<file path="src/rtl/lmd_pkg.sv">
package lmd_pkg;

  // ****************************************************************
  // Operand sources and destinations
  // ****************************************************************
  typedef enum logic [3:0] {
    LMD_LOC_NONE     = 4'b0000,
    LMD_LOC_ACC      = 4'b0001,
    LMD_LOC_REG      = 4'b0010,
    LMD_LOC_DIRECT   = 4'b0011,
    LMD_LOC_INDIRECT = 4'b0100,
    LMD_LOC_IMM      = 4'b0101,
    LMD_LOC_IMM16    = 4'b0110,
    LMD_LOC_CODE_DP  = 4'b0111,
    LMD_LOC_CODE_PC  = 4'b1000,
    LMD_LOC_EXT_RI   = 4'b1001,
    LMD_LOC_EXT_DP   = 4'b1010,
    LMD_LOC_STACK    = 4'b1011,
    LMD_LOC_DATA_PTR = 4'b1100
  } lmd_loc_t;

  // ****************************************************************
  // Result functions of the execute stage
  // ****************************************************************
  typedef enum logic [3:0] {
    LMD_FN_PASS   = 4'b0000,
    LMD_FN_AND    = 4'b0001,
    LMD_FN_OR     = 4'b0010,
    LMD_FN_XOR    = 4'b0011,
    LMD_FN_ZERO   = 4'b0100,
    LMD_FN_INVERT = 4'b0101,
    LMD_FN_ROL    = 4'b0110,
    LMD_FN_ROLC   = 4'b0111,
    LMD_FN_ROR    = 4'b1000,
    LMD_FN_RORC   = 4'b1001,
    LMD_FN_SWAP   = 4'b1010,
    LMD_FN_TRADE  = 4'b1011,
    LMD_FN_DIGIT  = 4'b1100
  } lmd_fn_t;

  // ****************************************************************
  // Decoded instruction word
  // ****************************************************************
  typedef struct packed {
    logic     legal;
    lmd_fn_t  fn;
    lmd_loc_t src;
    lmd_loc_t dst;
    logic [1:0] bytes;
    logic [1:0] cycles;
    logic [2:0] reg_idx;
  } lmd_dec_t;

  // ****************************************************************
  // Field positions and constants
  // ****************************************************************
  localparam int         LMD_LO_REG_BIT  = 3;
  localparam logic [3:0] LMD_LO_IMM      = 4'h4;
  localparam logic [3:0] LMD_LO_DIRECT   = 4'h5;
  localparam logic [3:0] LMD_LO_SPECIAL  = 4'h3;
  localparam logic [1:0] LMD_ONE         = 2'h1;
  localparam logic [1:0] LMD_TWO         = 2'h2;
  localparam logic [1:0] LMD_THREE       = 2'h3;
  localparam logic [7:0] LMD_BYTE_ZERO   = 8'h00;
  localparam logic [15:0] LMD_PTR_RESET  = 16'h0000;
  localparam int         LMD_MCYCLE_CLKS = 1;

endpackage : lmd_pkg

</file>
<file path="src/rtl/lmd_decoder.sv">
// How it works
// - AND into accumulator: 5x reg, 55 direct, 56/57 indirect, 54 immediate; one cycle.
// - AND into direct byte: 52 from accumulator, 53 from immediate taking three bytes and two cycles.
// - OR into accumulator: 4x reg, 45 direct, 46/47 indirect, 44 immediate; one cycle.
// - OR into direct byte: 42 from accumulator, 43 from immediate taking two cycles.
// - XOR into accumulator: 6x reg, 65 direct, 66/67 indirect, 64 immediate; one cycle.
// - XOR into direct byte: 62 from accumulator, 63 from immediate taking two cycles.
// - Opcode 23 rotates left, 33 rotates left through carry; one byte, one cycle.
// - Opcode 03 rotates right, 13 rotates right through carry; one byte, one cycle.
// - Opcode C4 swaps accumulator nibbles in one cycle.
// - Accumulator loads: Ex reg, E5 direct, E6/E7 indirect, 74 immediate; one cycle.
// - Bank register writes: Fx from accumulator, Ax from direct, 7x from immediate.
// - Direct writes: F5 accumulator, 8x reg, 86/87 indirect, 85 direct, 75 immediate.
// - Indirect writes: F6/F7 accumulator, A6/A7 direct, 76/77 immediate.
// - Opcode 90 loads the 16-bit data pointer; three bytes, two cycles.
// - Code reads at accumulator plus data pointer (93) or program counter (83).
// - External reads: E2/E3 8-bit pointer address, E0 data pointer; two cycles.
// - External writes: F2/F3 8-bit pointer address, F0 data pointer; two cycles.
// - C0 pushes a direct byte, D0 pops one; two bytes, two cycles.
// - Accumulator trades with reg (Cx), direct (C5) or indirect (C6/C7) in one cycle.
// - D6/D7 trade only the low nibbles of accumulator and indirect byte.
// - Low nibble 8 to F selects bank register 0 to 7.
// - Indirect operands use register 0 or 1 of the current bank, by opcode bit 0.
// - A 16-bit constant comes from instruction bytes two and three.
module lmd_decoder
  import lmd_pkg::*;
#(
  parameter int MCYCLE_CLKS = LMD_MCYCLE_CLKS
) (
  // Clock and reset.
  input  wire logic        clk,
  input  wire logic        reset_n,
  // Instruction from the fetch stage.
  input  wire logic        start,
  input  wire logic [7:0]  opcode,
  input  wire logic [7:0]  byte2,
  input  wire logic [7:0]  byte3,
  // Core state and fetched operands.
  input  wire logic [7:0]  working_byte_in,
  input  wire logic        carry_in,
  input  wire logic [7:0]  src_data,
  input  wire logic [7:0]  dst_data,
  input  wire logic [7:0]  pointer_value,
  input  wire logic [1:0]  bank_sel,
  input  wire logic [15:0] pc_in,
  // Decode and results.
  output logic             busy,
  output logic             done,
  output lmd_dec_t         dec,
  output logic [7:0]       working_byte_out,
  output logic [7:0]       wr_data,
  output logic             carry_out,
  output logic [15:0]      data_pointer,
  output logic [15:0]      code_addr,
  output logic [15:0]      ext_addr,
  output logic [7:0]       reg_addr
);

  // ****************************************************************
  // Decode functions
  // ****************************************************************

  // Operand mode of the shared low-nibble pattern 4..F.
  function automatic lmd_loc_t lmd_mode(input logic [3:0] lo);
    if (lo[LMD_LO_REG_BIT]) begin
      lmd_mode = LMD_LOC_REG;
    end else if (lo == LMD_LO_IMM) begin
      lmd_mode = LMD_LOC_IMM;
    end else if (lo == LMD_LO_DIRECT) begin
      lmd_mode = LMD_LOC_DIRECT;
    end else begin
      lmd_mode = LMD_LOC_INDIRECT;
    end
  endfunction : lmd_mode

  // Full opcode decode; codes outside this block come back not legal.
  function automatic lmd_dec_t lmd_decode(input logic [7:0] op);
    lmd_dec_t   d;
    logic [3:0] hi;
    logic [3:0] lo;
    logic       ind;
    logic       ge4;
    d = '0;
    hi = op[7:4];
    lo = op[3:0];
    ind = (lo[3:1] == 3'b011);
    ge4 = (lo >= LMD_LO_IMM);
    d.fn = LMD_FN_PASS;
    d.src = LMD_LOC_NONE;
    d.dst = LMD_LOC_NONE;
    d.bytes = LMD_ONE;
    d.cycles = LMD_ONE;
    d.reg_idx = lo[LMD_LO_REG_BIT] ? lo[2:0] : {2'b00, lo[0]};
    unique case (hi)
      4'h4, 4'h5, 4'h6: begin
        d.fn = (hi == 4'h4) ? LMD_FN_OR : (hi == 4'h5) ? LMD_FN_AND : LMD_FN_XOR;
        if (ge4) begin
          d.src = lmd_mode(lo);
          d.dst = LMD_LOC_ACC;
          d.bytes = (lo == LMD_LO_IMM || lo == LMD_LO_DIRECT) ? LMD_TWO : LMD_ONE;
        end else if (lo == 4'h2) begin
          d.src = LMD_LOC_ACC;
          d.dst = LMD_LOC_DIRECT;
          d.bytes = LMD_TWO;
        end else if (lo == LMD_LO_SPECIAL) begin
          d.src = LMD_LOC_IMM;
          d.dst = LMD_LOC_DIRECT;
          d.bytes = LMD_THREE;
          d.cycles = LMD_TWO;
        end else begin
          d.fn = LMD_FN_PASS;
        end
      end
      4'h0: d.fn = (lo == LMD_LO_SPECIAL) ? LMD_FN_ROR : LMD_FN_PASS;
      4'h1: d.fn = (lo == LMD_LO_SPECIAL) ? LMD_FN_RORC : LMD_FN_PASS;
      4'h2: d.fn = (lo == LMD_LO_SPECIAL) ? LMD_FN_ROL : LMD_FN_PASS;
      4'h3: d.fn = (lo == LMD_LO_SPECIAL) ? LMD_FN_ROLC : LMD_FN_PASS;
      4'h7: if (ge4) begin
        d.src = LMD_LOC_IMM;
        d.dst = (lo == LMD_LO_IMM) ? LMD_LOC_ACC : lmd_mode(lo);
        d.bytes = (lo == LMD_LO_DIRECT) ? LMD_THREE : LMD_TWO;
        d.cycles = (lo == LMD_LO_DIRECT) ? LMD_TWO : LMD_ONE;
      end
      4'h8: if (lo == LMD_LO_SPECIAL) begin
        d.src = LMD_LOC_CODE_PC;
        d.dst = LMD_LOC_ACC;
        d.cycles = LMD_TWO;
      end else if (lo >= LMD_LO_DIRECT) begin
        d.src = lmd_mode(lo);
        d.dst = LMD_LOC_DIRECT;
        d.bytes = (lo == LMD_LO_DIRECT) ? LMD_THREE : LMD_TWO;
        d.cycles = LMD_TWO;
      end
      4'h9: if (lo == 4'h0) begin
        d.src = LMD_LOC_IMM16;
        d.dst = LMD_LOC_DATA_PTR;
        d.bytes = LMD_THREE;
        d.cycles = LMD_TWO;
      end else if (lo == LMD_LO_SPECIAL) begin
        d.src = LMD_LOC_CODE_DP;
        d.dst = LMD_LOC_ACC;
        d.cycles = LMD_TWO;
      end
      4'hA: if (lo[LMD_LO_REG_BIT] || ind) begin
        d.src = LMD_LOC_DIRECT;
        d.dst = lmd_mode(lo);
        d.bytes = LMD_TWO;
        d.cycles = LMD_TWO;
      end
      4'hC, 4'hD: if (lo == 4'h0) begin
        d.src = (hi == 4'hC) ? LMD_LOC_DIRECT : LMD_LOC_STACK;
        d.dst = (hi == 4'hC) ? LMD_LOC_STACK : LMD_LOC_DIRECT;
        d.bytes = LMD_TWO;
        d.cycles = LMD_TWO;
      end else if (hi == 4'hC && lo == LMD_LO_IMM) begin
        d.fn = LMD_FN_SWAP;
      end else if ((hi == 4'hC && lo >= LMD_LO_DIRECT) || (hi == 4'hD && ind)) begin
        d.fn = (hi == 4'hC) ? LMD_FN_TRADE : LMD_FN_DIGIT;
        d.src = lmd_mode(lo);
        d.dst = LMD_LOC_ACC;
        d.bytes = (lo == LMD_LO_DIRECT) ? LMD_TWO : LMD_ONE;
      end
      4'hE, 4'hF: if (lo == 4'h0 || lo[3:1] == 3'b001) begin
        d.src = (hi == 4'hE) ? ((lo == 4'h0) ? LMD_LOC_EXT_DP : LMD_LOC_EXT_RI) : LMD_LOC_ACC;
        d.dst = (hi == 4'hF) ? ((lo == 4'h0) ? LMD_LOC_EXT_DP : LMD_LOC_EXT_RI) : LMD_LOC_ACC;
        d.cycles = LMD_TWO;
      end else if (lo == LMD_LO_IMM) begin
        d.fn = (hi == 4'hE) ? LMD_FN_ZERO : LMD_FN_INVERT;
      end else if (ge4) begin
        d.src = (hi == 4'hE) ? lmd_mode(lo) : LMD_LOC_ACC;
        d.dst = (hi == 4'hE) ? LMD_LOC_ACC : lmd_mode(lo);
        d.bytes = (lo == LMD_LO_DIRECT) ? LMD_TWO : LMD_ONE;
      end
      default: d.legal = 1'b0;
    endcase
    d.legal = (d.src != LMD_LOC_NONE) || (d.fn != LMD_FN_PASS);
    return d;
  endfunction : lmd_decode

  // ****************************************************************
  // Execute datapath
  // ****************************************************************
  logic       take;
  lmd_dec_t   dec_next;
  logic [7:0] x_val;
  logic [7:0] y_val;
  logic [7:0] acc_next;
  logic [7:0] wr_next;
  logic       carry_next;

  assign take = start && !busy;
  assign dec_next = lmd_decode(opcode);

  // Destination value and source value; a three-byte immediate form carries the data last.
  always_comb begin
    x_val = (dec_next.dst == LMD_LOC_ACC || dec_next.dst == LMD_LOC_NONE) ? working_byte_in : dst_data;
    if (dec_next.src == LMD_LOC_ACC) begin
      y_val = working_byte_in;
    end else if (dec_next.src == LMD_LOC_IMM) begin
      y_val = (dec_next.bytes == LMD_THREE) ? byte3 : byte2;
    end else begin
      y_val = src_data;
    end
  end

  // Results for the accumulator, for the written location and for the carry flag.
  always_comb begin
    acc_next = working_byte_in;
    wr_next = y_val;
    carry_next = carry_in;
    unique case (dec_next.fn)
      LMD_FN_AND:    wr_next = x_val & y_val;
      LMD_FN_OR:     wr_next = x_val | y_val;
      LMD_FN_XOR:    wr_next = x_val ^ y_val;
      LMD_FN_ZERO:   wr_next = LMD_BYTE_ZERO;
      LMD_FN_INVERT: wr_next = ~working_byte_in;
      LMD_FN_ROL:    wr_next = {working_byte_in[6:0], working_byte_in[7]};
      LMD_FN_ROLC: begin
        wr_next = {working_byte_in[6:0], carry_in};
        carry_next = working_byte_in[7];
      end
      LMD_FN_ROR:    wr_next = {working_byte_in[0], working_byte_in[7:1]};
      LMD_FN_RORC: begin
        wr_next = {carry_in, working_byte_in[7:1]};
        carry_next = working_byte_in[0];
      end
      LMD_FN_SWAP:   wr_next = {working_byte_in[3:0], working_byte_in[7:4]};
      LMD_FN_TRADE: begin
        wr_next = working_byte_in;
        acc_next = y_val;
      end
      LMD_FN_DIGIT: begin
        wr_next = {y_val[7:4], working_byte_in[3:0]};
        acc_next = {working_byte_in[7:4], y_val[3:0]};
      end
      LMD_FN_PASS:   wr_next = y_val;
    endcase
    // Single-operand forms and loads into the accumulator land in the accumulator itself.
    if (dec_next.fn != LMD_FN_TRADE && dec_next.fn != LMD_FN_DIGIT &&
        (dec_next.dst == LMD_LOC_ACC || dec_next.dst == LMD_LOC_NONE)) begin
      acc_next = wr_next;
    end
  end

  // ****************************************************************
  // Result registers, captured when an instruction is taken
  // ****************************************************************

  // Results stand until the next instruction is taken, so the core may sample late.
  always_ff @(posedge clk) begin
    if (!reset_n) begin
      dec <= '0;
      working_byte_out <= LMD_BYTE_ZERO;
      wr_data <= LMD_BYTE_ZERO;
      carry_out <= 1'b0;
      code_addr <= LMD_PTR_RESET;
      ext_addr <= LMD_PTR_RESET;
      reg_addr <= LMD_BYTE_ZERO;
    end else if (take) begin
      dec <= dec_next;
      working_byte_out <= acc_next;
      wr_data <= wr_next;
      carry_out <= carry_next;
      code_addr <= (dec_next.src == LMD_LOC_CODE_PC) ? pc_in + {8'h00, working_byte_in}
                                                    : data_pointer + {8'h00, working_byte_in};
      ext_addr <= (dec_next.src == LMD_LOC_EXT_DP || dec_next.dst == LMD_LOC_EXT_DP)
                  ? data_pointer : {8'h00, pointer_value};
      reg_addr <= {3'b000, bank_sel, dec_next.reg_idx};
    end
  end

  // Data pointer; high byte is the second instruction byte, low byte the third.
  always_ff @(posedge clk) begin
    if (!reset_n) begin
      data_pointer <= LMD_PTR_RESET;
    end else if (take && dec_next.dst == LMD_LOC_DATA_PTR) begin
      data_pointer <= {byte2, byte3};
    end
  end

  // ****************************************************************
  // Machine-cycle sequencing
  // ****************************************************************
  logic [15:0] cnt_reg;

  // Busy covers all machine cycles, so a new instruction waits until done.
  always_ff @(posedge clk) begin
    if (!reset_n) begin
      busy <= 1'b0;
      done <= 1'b0;
      cnt_reg <= 16'h0000;
    end else begin
      done <= 1'b0;
      if (take) begin
        busy <= 1'b1;
        cnt_reg <= 16'((int'(dec_next.cycles) * MCYCLE_CLKS) - 1);
      end else if (busy) begin
        if (cnt_reg == 16'h0000) begin
          busy <= 1'b0;
          done <= 1'b1;
        end else begin
          cnt_reg <= cnt_reg - 16'h0001;
        end
      end
    end
  end

  logic [15:0] run_len;
  always_ff @(posedge clk) begin
    if (!reset_n || take) begin
      run_len <= 16'h0001;
    end else if (busy) begin
      run_len <= run_len + 16'h0001;
    end
  end
endmodule : lmd_decoder

</file>
<file path="config.mk">
export PLATFORM = sky130hd
export DESIGN_NAME = lmd_decoder
export DESIGN_NICKNAME = d
export VERILOG_FILES = /design/src/rtl/lmd_pkg.sv /design/src/rtl/lmd_decoder.sv
export SDC_FILE = /design/constraint.sdc
export NUM_CORES = 1
export LEC_CHECK = 0
export BUFFER_PORTS_ARGS = -buffer_cell sky130_fd_sc_hd__buf_4
export CORE_UTILIZATION = 51
export CTS_BUF_LIST = sky130_fd_sc_hd__clkbuf_8
export DETAILED_ROUTE_END_ITERATION = 8
export PLACE_DENSITY = 0.8
export SETUP_SLACK_MARGIN = 0.15
export SYNTH_ARGS = -nofsm -noshare
export SYNTH_HDL_FRONTEND = slang
export SYNTH_SLANG_ARGS = --single-unit
</file>
<file path="constraint.sdc">
create_clock -name clk -period 3.8 [get_ports clk]
set_input_delay 0.57 -clock clk [delete_from_list [all_inputs] [get_ports clk]]
set_output_delay 0.57 -clock clk [all_outputs]
set_load 0.02 [all_outputs]
</file>
==> After elaboration in Yosys (flattened, before gate mapping) <==
Cells that the tools add are included.
{ "op_classes": {"addsub": 4, "n_lt_le_gt_ge": 2, "n_eq_ne": 43, "mux": 75, "bitwise_logic": 6, "reduce_logical": 28} }
{ "op_table": {"columns": ["operator", "n"], "rows": [
  ["$pmux W8 S13", 1],
  ["$pmux W12 S7", 1],
  ["$mux W16", 5],
  ["$eq A4 B4 Y1 const B", 16],
  ["$mux W10", 6],
  ["$mux W4", 14],
  ["$mux W8", 7],
  ["$eq A4 B3 Y1 const B", 11],
  ["$mux W2", 18],
  ["$add A16 B8 Y16", 2],
  ["$pmux W4 S7", 1],
  ["$eq A4 B2 Y1 const B", 6],
  ["$mux W11", 2],
  ["$mux W3", 7],
  ["$eq A4 B1 Y1 const B", 4],
  ["$logic_not A16 Y1", 1],
  ["$logic_not A4 Y1", 4],
  ["$pmux W8 S2", 1],
  ["$sub A16 B1 Y16 const B", 1],
  ["$mux W14", 1],
  ["$mux W7", 2],
  ["$mux W12", 1],
  ["$mux W9", 1],
  ["$and A8 B8 Y8", 1],
  ["other kinds (21)", 44]
]} }
{ "word_totals": {"regBits": 108} }

==> Longest topological paths before layout <==
Gate-level depths: netlist of the first run.
{ "depth": {"ltp_word": 15, "mapped_depth": 20, "mapped_depth_nobuf": 16} }

==> Worst setup path before layout of the first run <==
No wires, ideal clock.
{ "synth_timing": {"path_type": "in2reg", "start": "in opcode[5]", "end": "reg code_addr[15]", "t_arrival_ns": 3.826, "t_required_ns": 3.738, "path_slack_ns": -0.089, "path_stages": 18, "cell_sequence": "buf_4 nand2b_1 buf_4 nor2_1 nand4_1 buf_2 buf_2 mux2_2 ha_1 a21oi_1 a21boi_0 o21ai_0 a21oi_1 o21a_1 o21ai_0 nor3b_1 or3_1 nand3_1"} }
{ "synth_via": {"elab_chain_len": 9} }
{ "synth_lines": {"columns": ["element", "line_no", "source"], "rows": [
  ["start, declared", "lmd_decoder.sv:35", "input wire logic [7:0] opcode,"],
  ["$eq A4 B4 Y1 (on tied branches)", null, null],
  ["$logic_and A1 B1 Y1", "lmd_decoder.sv:157", "end else if ((hi == 4'hC && lo >= LMD_LO_DIRECT) || (hi == 4'hD && ind)) begin"],
  ["$logic_or A1 B1 Y1", "lmd_decoder.sv:157", null],
  ["$mux W14", "lmd_decoder.sv:157", null],
  ["$mux W10", "lmd_decoder.sv:155", "end else if (hi == 4'hC && lo == LMD_LO_IMM) begin"],
  ["$mux W10", "lmd_decoder.sv:150", "4'hC, 4'hD: if (lo == 4'h0) begin"],
  ["$pmux W12 S7 *", "lmd_decoder.sv:94", "unique case (hi)"],
  ["$eq A4 B4 Y1 *", "lmd_decoder.sv:264", "code_addr <= (dec_next.src == LMD_LOC_CODE_PC) ? pc_in + {8'h00, working_byte_in}"],
  ["$mux W16 *", "lmd_decoder.sv:264", null],
  ["end signal, assigned", "lmd_decoder.sv:264", null],
  ["end, declared", "lmd_decoder.sv:54", "output logic [15:0] code_addr,"]
]} }
Every way passes the cells marked *; elsewhere a longest branch is shown, timed or not.
A chain may end at the register's enable or synchronous reset.

==> Worst setup path after layout of the first run <==
{ "layout_timing": {"start": "in opcode[0]", "end": "reg wr_data[4]"} }
{ "layout_via": {"elab_chain_len": 13} }
{ "layout_lines": {"columns": ["element", "line_no", "source"], "rows": [
  ["$ge A4 B3 Y1 or $eq A4 B3 Y1 (tied branches)", null, null],
  ["$logic_and A1 B1 Y1 or $mux W3 (tied branches)", "lmd_decoder.sv:157, lmd_decoder.sv:69", null],
  ["$logic_or A1 B1 Y1, or another cell as far along", "lmd_decoder.sv:157", null],
  ["$mux W14, or another cell as far along", "lmd_decoder.sv:157", null],
  ["$mux W10, or another cell as far along", "lmd_decoder.sv:155", null],
  ["$mux W10 (on tied branches)", "lmd_decoder.sv:150, lmd_decoder.sv:155, lmd_decoder.sv:167", null],
  ["$pmux W12 S7, or another cell as far along", "lmd_decoder.sv:94", null],
  ["$eq A2 B2 Y1 or $pmux W12 S7 (tied branches)", "lmd_decoder.sv:200, lmd_decoder.sv:94", null],
  ["$mux W8, or another cell as far along", "lmd_decoder.sv:200", "y_val = (dec_next.bytes == LMD_THREE) ? byte3 : byte2;"],
  ["$mux W8 or $logic_or A1 B1 Y1 (tied branches)", "lmd_decoder.sv:199, lmd_decoder.sv:196", null],
  ["$mux W8 (on tied branches)", "lmd_decoder.sv:197, lmd_decoder.sv:196", null],
  ["$xor A8 B8 Y8, or another cell as far along", "lmd_decoder.sv:214", "LMD_FN_XOR: wr_next = x_val ^ y_val;"],
  ["$pmux W8 S13 *", "lmd_decoder.sv:211", "unique case (dec_next.fn)"],
  ["end signal, assigned", "lmd_decoder.sv:262", "wr_data <= wr_next;"],
  ["end, declared", "lmd_decoder.sv:51", "output logic [7:0] wr_data,"]
]} }
Marks and branches as above.

==> impl_metrics.ini, run 1 <==
[cts]
hold_buffers = 0
cts_root_buffer = clkbuf_8
cts_buffer_depth = 2
cts_tree = yes
cts_buffers = 9
htree_levels = 3
clock_latency_ns = 0.40
cts_resized = 0
path_clk_slew_ns = 0.11
clock-sinks = 105
cts_setup_buffers = 0

[die]
die_y_um = 122
coreArea_sq_um = 13900
die_area_sq_um = 14800
initial_utilization = 0.524
ioPinCount = 173
placementRows = 43
die_w_um = 122

[critical_path]
crit_arrival_ns = 3.76
critical_path_class = in -> reg
rrSetupSlack_ns = 0.97
critical_path_required_ns = 4.06
endpoint = wr_data[4]
r2r_cells = 13
crit_start = opcode[0]
start_kind = input port
reg2reg_to = code_addr[12]
crit_path_max_fanout = 9
r2r_start = data_pointer[0]
end_kind = flip-flop

[synth]
ys_warn_count = 0
yosys_register_bits = 105
async_flop_share = 0
synth_flop_cell = dfxtp_1
avgSynthCellArea_sq_um = 7.77
synth_area_sq_um = 7300
synthDistinctLibCells = 77
synth_edf_count = 0
ys_seq_area_frac = 0.288
synth_cells = 940

[power_and_ir_drop]
finalPower_mw = 2.86
power.leakage_nw = 4.33
max-vdd-ir-drop_mv = 0.199
powerDensity_nw_per_um2 = 299

[layout]
design_area_sq_um = 9580
largest_register_ffs = 19
instances_no_fill = 1338
utilization = 0.688
layout.nets = 1260
diodes = 0
fillCellCount = 1182
areaGrowthSynthToFinish_pct = 31.2
drive_gt1_frac = 0.306
regMostFlops = dec

[place]
port_buffers = 169
dpl_cell_area_sq_um = 9340
dp_hpwl_um = 20000
gp_congestion = 1.01
dp.cells = 1322

[outcome]
status = finished, final reports clean

[sta]
fin_crit_sh = 0.921
tightest_slew_ns = 0.823
fmaxAchievable_mhz = 286
fin_skew_ns = 0.0152
post-route-min-period_ns = 3.50
relSlewSlack = 0.451
rsz0062_at_grt = false
setup_viol = 0
fin_hold_ws_ns = 0.419
hold_violations = 0
report.final.slew_viol_count = 0

[route]
drtIter0Drc = 789
wl_per_cell_um = 19.5
vias_per_cell = 6.06
via_count = 8113
firstDrtPassIters = 8
drc = 0
ant_nets = 0
wl_um = 26100

[global_route]
grt_pass1_vias = 7593
grt_pass1_wl_um = 40500
grt_overflow_total = 0
grt_use_total = 0.355
grt_max_degree = 56
antenna_found_initial = 0

[run]
cap_violations = 0

[min_path]
hold_class = in -> reg
==> synthesized netlist by cell type (16+ instances only) <==
library cell / n / area share
nor3_1: 21 / 0.014
ha_1: 28 / 0.048
nor2_1: 71 / 0.036
nand3_1: 50 / 0.034
o211a_1: 17 / 0.023
clkbuf_1: 37 / 0.019
a21oi_1: 44 / 0.030
xnor2_1: 20 / 0.024
nand2_1: 111 / 0.057
mux2i_1: 24 / 0.033
a21boi_0: 38 / 0.039
buf_2: 16 / 0.011
inv_1: 26 / 0.013
dfxtp_1: 105 / 0.29
o21ai_0: 57 / 0.039
==> metal layers <==
metal	vias up	GRT usage	part of all wire
met1	3752	0.476	0.42
met4	0	0.179	0.038
li1	3816	-	-
met2	470	0.547	0.45
met3	75	0.0641	0.098
met5	-	0	0
==> cells in the final DEF (no fill, tap or decap), drive strengths merged, types with 8 or more instances in the layout <==
cell | netlist | routed
a211oi | 8 | 8
a21boi | 39 | 39
a21oi | 49 | 49
a222oi | 10 | 10
a31oi | 11 | 11
and2 | 12 | 12
and3 | 10 | 10
buf | 42 | 279
clkbuf | 37 | 9
dfxtp | 105 | 105
ha | 28 | 28
inv | 29 | 32
mux2 | 14 | 14
mux2i | 24 | 24
nand2 | 113 | 113
nand2b | 15 | 15
nand3 | 50 | 50
nor2 | 74 | 74
nor2b | 10 | 10
nor3 | 22 | 22
nor3b | 8 | 8
nor4 | 11 | 11
o211a | 17 | 17
o211ai | 10 | 10
o21a | 10 | 10
o21ai | 71 | 71
o31ai | 9 | 9
or3 | 8 | 8
xnor2 | 20 | 20
==> cell families (layout without fill, tap and decap cells) <==
| group | after synthesis | after routing | share of synthesized area |
|---|---|---|---|
| buffers and inverters | 108 | 324 | 0.0716 |
| flip-flops | 105 | 105 | 0.288 |
| AND/OR/NAND/NOR | 362 | 362 | 0.247 |
| multiplexers | 38 | 38 | 0.0545 |
| other | 1 | 3 | 0.000513 |
| adder cells (fa/ha/maj) | 29 | 29 | 0.0507 |
| AO/OA/AOI/OAI | 273 | 273 | 0.259 |
| XOR/XNOR | 24 | 24 | 0.0288 |
==> power by group <==
| group | switching (mW) | total [mW] | internal, mW |
|---|---|---|---|
| registers | 0.0531 | 1.23 | 1.18 |
| logic | 0.533 | 0.951 | 0.418 |
| clock network | 0.434 | 0.684 | 0.250 |
| total | 1.02 | 2.86 | 1.84 |
==> worst max-delay path, cell delays in order <==
cell and delay (ns):
buf_4 0.15, buf_12 0.14, or4_1 0.54, nand3_1 0.10, nand4b_1 0.14, o311a_1 0.18
and3_4 0.19, buf_4 0.17, and3_1 0.16, nor3_1 0.17, a21o_1 0.15, inv_2 0.04
ha_1 0.26, a222oi_1 0.33, o211ai_1 0.15, a21oi_1 0.22, o31ai_1 0.11
==> worst min-delay path by stage <==
stage                             from                to  slack, ns  cells after the start
after floorplan             cnt_reg[8]        cnt_reg[8]       0.46                      2
after global placement     reg_addr[3]       reg_addr[3]       0.45                      2
after detailed placement  ext_addr[13]      ext_addr[13]       0.46                      2
final                      bank_sel[1]       reg_addr[4]       0.42                      3
after CTS                     byte3[1]   data_pointer[1]       0.42                      3
after global routing          byte2[4]  data_pointer[12]       0.42                      3
==> per-stage QoR <==
| stage | setup slack (ns) | TNS, ns |
|---|---|---|
| 6_report | 0.300 | 0 |
| 5_1_grt | 0.110 | 0 |
| 4_1_cts | 0.270 | 0 |
| 3_5_place_dp | -0.166 | -1.76 |
| 3_3_place_gp | -0.202 | -1.56 |
| 2_1_floorplan | 0.127 | 0 |
==> final cells by class <==
type,count,area [sq um],share of cell area
flip-flops and latches,105,2100,0.219
clock buffers,9,124,0.0129
inverters,29,109,0.0114
repair buffers,279,2180,0.228
multi-input cells,729,4780,0.498
clock inverters,7,63.8,0.00666
well taps,180,225,0.0235
Note: power is estimated with default switching activity, not from simulation.
==> run 2: changes to the inputs <==
CELL_PAD_IN_SITES_DETAIL_PLACEMENT = 1   (was not set)
CELL_PAD_IN_SITES_GLOBAL_PLACEMENT = 2   (was not set)
CORE_UTILIZATION = 29   (was 51)
PLACE_DENSITY = 0.81   (was 0.8)
==> impl_metrics.ini, run 2 (synthesized netlist as in run 1, its figures left out) <==
[layout]
final_common_cell = buf_4
design_area_sq_um = 9910
diodes = 0
utilization = 0.404
drive_gt1_frac = 0.320
regMostFlops = dec
final_cell_mix = 293 x buf_4, 111 x nand2_1, 105 x dfxtp_1
areaGrowthSynthToFinish_pct = 35.7
layout.nets = 1278
largest_register_ffs = 19

[route]
wl_um = 31600
drc = 0
firstDrtPassIters = 8
vias_per_cell = 5.46
wl_per_cell_um = 21.1
ant_nets = 0
via_count = 8191
drtIter0Drc = 573

[cts]
cts_buffer_depth = 2
cts_root_buffer = clkbuf_8
cts_tree = yes
cts_buffers = 9
clock-sinks = 105
htree_levels = 3
clock_latency_ns = 0.41
path_clk_slew_ns = 0.14
hold_buffers = 0

[power_and_ir_drop]
max-vdd-ir-drop_mv = 0.172
powerDensity_nw_per_um2 = 304
finalPower_mw = 3.01
power.leakage_nw = 4.41

[critical_path]
timing.critical_path.buf_inv = 4
r2r_start = data_pointer[0]
critical_path_required_ns = 4.08
end_kind = flip-flop
crit_slowest_cell = or4_4
critical_path_class = in -> reg
rrSetupSlack_ns = 0.93
reg2reg_to = code_addr[12]
crit_chain = buf_4 > buf_4 > o21a_1 > a21boi_1 > or4_4 > and3_4 > buf_12 > and3_1 > nor3_1 > a21o_1 > inv_2 > ha_1 > a222oi_1 > o211ai_1 > a21oi_2 > o31ai_1
r2r_cells = 13
crit_path_max_fanout = 15
start_kind = input port
crit_arrival_ns = 3.84
cp_slowest_stage_delay_ns = 0.56
path_common_cell = buf_4
crit_family = compound AO/OA/AOI/OAI gates

[global_route]
grt_pass1_vias = 8270
grt_use_total = 0.244
grt_overflow_total = 0
grt_pass1_wl_um = 48400
antenna_found_initial = 0
grt_max_degree = 64

[sta]
hold_violations = 0
rsz0062_at_grt = true
setup_viol = 0
fin_hold_ws_ns = 0.402
relSlewSlack = 0.422
tightest_slew_ns = 0.861
fin_setup_tns_ns = 0
post-route-min-period_ns = 3.55
fmaxAchievable_mhz = 281
fin_skew_ns = 0.0208
report.final.slew_viol_count = 0
fin_crit_sh = 0.935

[place]
dp_hpwl_um = 24400
port_buffers = 169
gp_congestion = 0.895
dpl_cell_area_sq_um = 9600

[outcome]
status = finished, final reports clean

[die]
coreArea_sq_um = 24500
ioPinCount = 173
die_area_sq_um = 25800
placementRows = 57
initial_utilization = 0.298
die_w_um = 161
die_y_um = 161

[min_path]
holdPathEnd = reg_addr[4]
hold_start = bank_sel[1]
min_path_cells = 3
hold_class = in -> reg

[run]
cap_violations = 0
## run 2: changes by cell type in the layout (fill, tap and decap cells not counted), moves of 2 or more
cell,change
clkinv_4,-3
clkinv_8,+2
nor4_1,-3
nor4_2,+3
buf_12,-4
buf_4,+21
## run 2: worst min-delay path, stage by stage
cell and delay, ns:
buf_4 0.11, nand2_1 0.04, a21boi_0 0.06
## run 2: per-layer routing
metal	GRT usage	routed length, um
met1	0.348	15300
met2	0.383	14000
met3	0.0346	1830
met4	0.0622	454
met5	0	0
## run 2: report_power, final
group	switching (mW)	internal [mW]	total [mW]	leakage [nW]
clock	0.515	0.272	0.787	0.106
combinational	0.561	0.426	0.987	3.44
sequential	0.0582	1.18	1.24	0.860
## run 2: worst max path at each step
stage | startpoint | cells after the start | slack (ns) | endpoint
after global placement | opcode[1] | 16 | -0.25 | working_byte_out[0]
after CTS | opcode[1] | 16 | 0.16 | working_byte_out[4]
after floorplan | opcode[5] | 16 | 0.13 | working_byte_out[5]
after global routing | opcode[0] | 18 | 0.14 | working_byte_out[0]
final | opcode[0] | 16 | 0.25 | wr_data[4]
after detailed placement | opcode[1] | 16 | -0.28 | working_byte_out[0]
## run 2: layout make-up
cell class                      instances  area (sq um)
Clock buffer                            9           124
Clock inverter                          7          91.3
Fill cell                            2995         14600
Inverter                               29           109
Multi-Input combinational cell        729          4810
Sequential cell                       105          2100
Tap cell                              324           405
Timing Repair Buffer                  297          2270
## run 2: repair_timing
| item | in CTS | in global routing |
|---|---|---|
| setup endpoints to repair | 2 | 15 |
| gates resized for setup | 1 | 17 |
| pin swaps | 0 | 4 |
| setup buffers | 0 | 1 |
| endpoints found under the hold margin | 0 | 0 |
## run 2: stage by stage
| stage | std cells | setup slack, ns |
|---|---|---|
| after detailed placement | 1483 | -0.281 |
| after floorplan | 942 | 0.127 |
| after global placement | 1483 | -0.253 |
| after CTS | 1499 | 0.161 |
| after global routing | 1500 | 0.136 |
| final | 1500 | 0.246 |
==> run 3: changes to the inputs <==
CORE_UTILIZATION = 32   (was 29)
PLACE_DENSITY = 0.84   (was 0.81)
clock period = 3.28 ns   (was 3.8 ns; I/O delays follow)
==> impl_metrics.ini, run 3 (synthesized netlist as in run 1, its figures left out) <==
[critical_path]
path_common_cell = buf_12
r2r_cells = 8
end_kind = flip-flop
crit_family = compound AO/OA/AOI/OAI gates
crit_arrival_ns = 3.66
start_kind = input port
crit_path_max_fanout = 7
critical_path_class = in -> reg
critical_path_required_ns = 3.56
r2r_start = cnt_reg[2]
rrSetupSlack_ns = 0.70
reg2reg_to = cnt_reg[3]
crit_chain = buf_12 > buf_12 > mux2i_4 > o22ai_2 > or4_4 > and3_4 > buf_12 > buf_8 > and3_4 > nor3_4 > a21o_1 > inv_2 > ha_4 > a222oi_1 > o211ai_1 > a21oi_2 > o31ai_1
cp_slowest_stage_delay_ns = 0.54
crit_slowest_cell = or4_4
timing.critical_path.buf_inv = 5

[global_route]
grt_max_degree = 67
antenna_found_initial = 0
grt_pass1_wl_um = 50500
grt_pass1_vias = 8531
grt_use_total = 0.278
grt_overflow_total = 0

[layout]
ff_latch_area_sq_um = 2100
utilization = 0.523
multi_input_area_sq_um = 5460
largest_register_ffs = 19
drive_gt1_frac = 0.440
areaGrowthSynthToFinish_pct = 58.1
layout.nets = 1371
final_cell_mix = 343 x buf_4, 109 x nand2_1, 105 x dfxtp_1
fillCellCount = 2609
final_common_cell = buf_4
design_area_sq_um = 11600
diodes = 0
regMostFlops = dec

[min_path]
min_path_cells = 3
hold_class = in -> reg
holdPathEnd = reg_addr[4]
hold_start = bank_sel[1]

[outcome]
status = finished, violations left
violations = design-rule violations, negative setup slack

[sta]
setup_viol = 7
tightest_slew_ns = 0.683
report.final.slew_viol_count = 0
post-route-min-period_ns = 3.39
fin_crit_sh = 1.03
fin_skew_ns = 0.0218
setup_ws_ns = -0.107
hold_violations = 0
relSlewSlack = 0.545
fmaxAchievable_mhz = 295
rsz0062_at_grt = true

[die]
die_y_um = 153
initial_utilization = 0.331
ioPinCount = 173
die_area_sq_um = 23400
coreArea_sq_um = 22100
die_w_um = 153
placementRows = 54

[route]
wl_per_cell_um = 22.0
ant_nets = 0
drc = 3
vias_per_cell = 5.59
firstDrtPassIters = 9
via_count = 8655
wl_um = 34100
drtIter0Drc = 554

[cts]
cts_buffer_depth = 2
path_clk_slew_ns = 0.13
cts_root_buffer = clkbuf_8
hold_buffers = 0
cts_tree = yes
cts_buffers = 9
clock_latency_ns = 0.40
htree_levels = 3
clock-sinks = 105

[place]
pre_cts_ws_ns = -0.636
dpl_cell_area_sq_um = 10100
port_buffers = 169
gp_congestion = 0.884
dp_hpwl_um = 24600

[power_and_ir_drop]
max-vdd-ir-drop_mv = 0.234
power.leakage_nw = 5.09
finalPower_mw = 3.71
powerDensity_nw_per_um2 = 321

[run]
cap_violations = 0
run 3: cell count changes in the layout (fill, tap and decap cells not counted), moves of 8 or more:
cell     before  now
a21oi_1      41   32
a21oi_2       7   15
buf_12        3   14
buf_4       293  343
buf_6         1   22
ha_1         28   19
ha_4          0    9
mux2i_1      24   15
nor2_4        1    9
o21ai_0      53   42
run 3: final cells by class:
type | count | share of cell area
inverter | 29 | 0.00942
clock inverter | 7 | 0.00737
multi-input combinational | 729 | 0.472
tap | 280 | 0.0303
clock buffer | 9 | 0.0107
sequential | 105 | 0.182
timing repair buffer | 390 | 0.288
run 3: timing repair:
item / CTS / global route
pin swaps: 40 / 69
resized for setup: 88 / 89
setup buffers: 29 / 22
endpoints found under the setup margin: 25 / 27
hold endpoints to repair: 0 / 0
gates cloned: 2 / 2
run 3: per-stage QoR:
step,cells,hold slack (ns),TNS (ns)
6_report,1549,0.332,-0.310
5_1_grt,1549,0.330,-2.12
4_1_cts,1525,0.324,0
3_5_place_dp,1478,0.461,-13.29
3_3_place_gp,1478,0.451,-11.65
2_1_floorplan,942,0.463,-2.15
run 3: report_power, final:
| group | total (mW) | internal, mW | switching, mW |
|---|---|---|---|
| logic | 1.41 | 0.659 | 0.749 |
| clock network | 0.872 | 0.304 | 0.568 |
| registers | 1.43 | 1.36 | 0.0652 |
run 3: worst max-delay path by stage:
stage                     startpoint                   to  slack [ns]  cells past startpoint
after floorplan            opcode[1]  working_byte_out[0]       -0.18                     19
after global placement     opcode[2]           wr_data[5]       -0.62                     18
after detailed placement   opcode[1]  working_byte_out[0]       -0.64                     16
after CTS                  opcode[0]           wr_data[1]        0.07                     15
after global routing       opcode[4]           wr_data[5]       -0.20                     17
final                      opcode[4]           wr_data[5]       -0.11                     17
run 3: per-layer routing:
| layer | GRT usage | vias up | wire length [um] |
|---|---|---|---|
| li1 | - | 4042 | - |
| met1 | 0.390 | 4221 | 15700 |
| met3 | 0.0388 | 57 | 2170 |
| met2 | 0.450 | 335 | 15500 |
| met5 | 0 | - | 0 |
| met4 | 0.0572 | 0 | 720 |
run 3: worst min-delay path: stages:
cell and delay (ns):
buf_4 0.11, nand2_1 0.04, a21boi_0 0.06
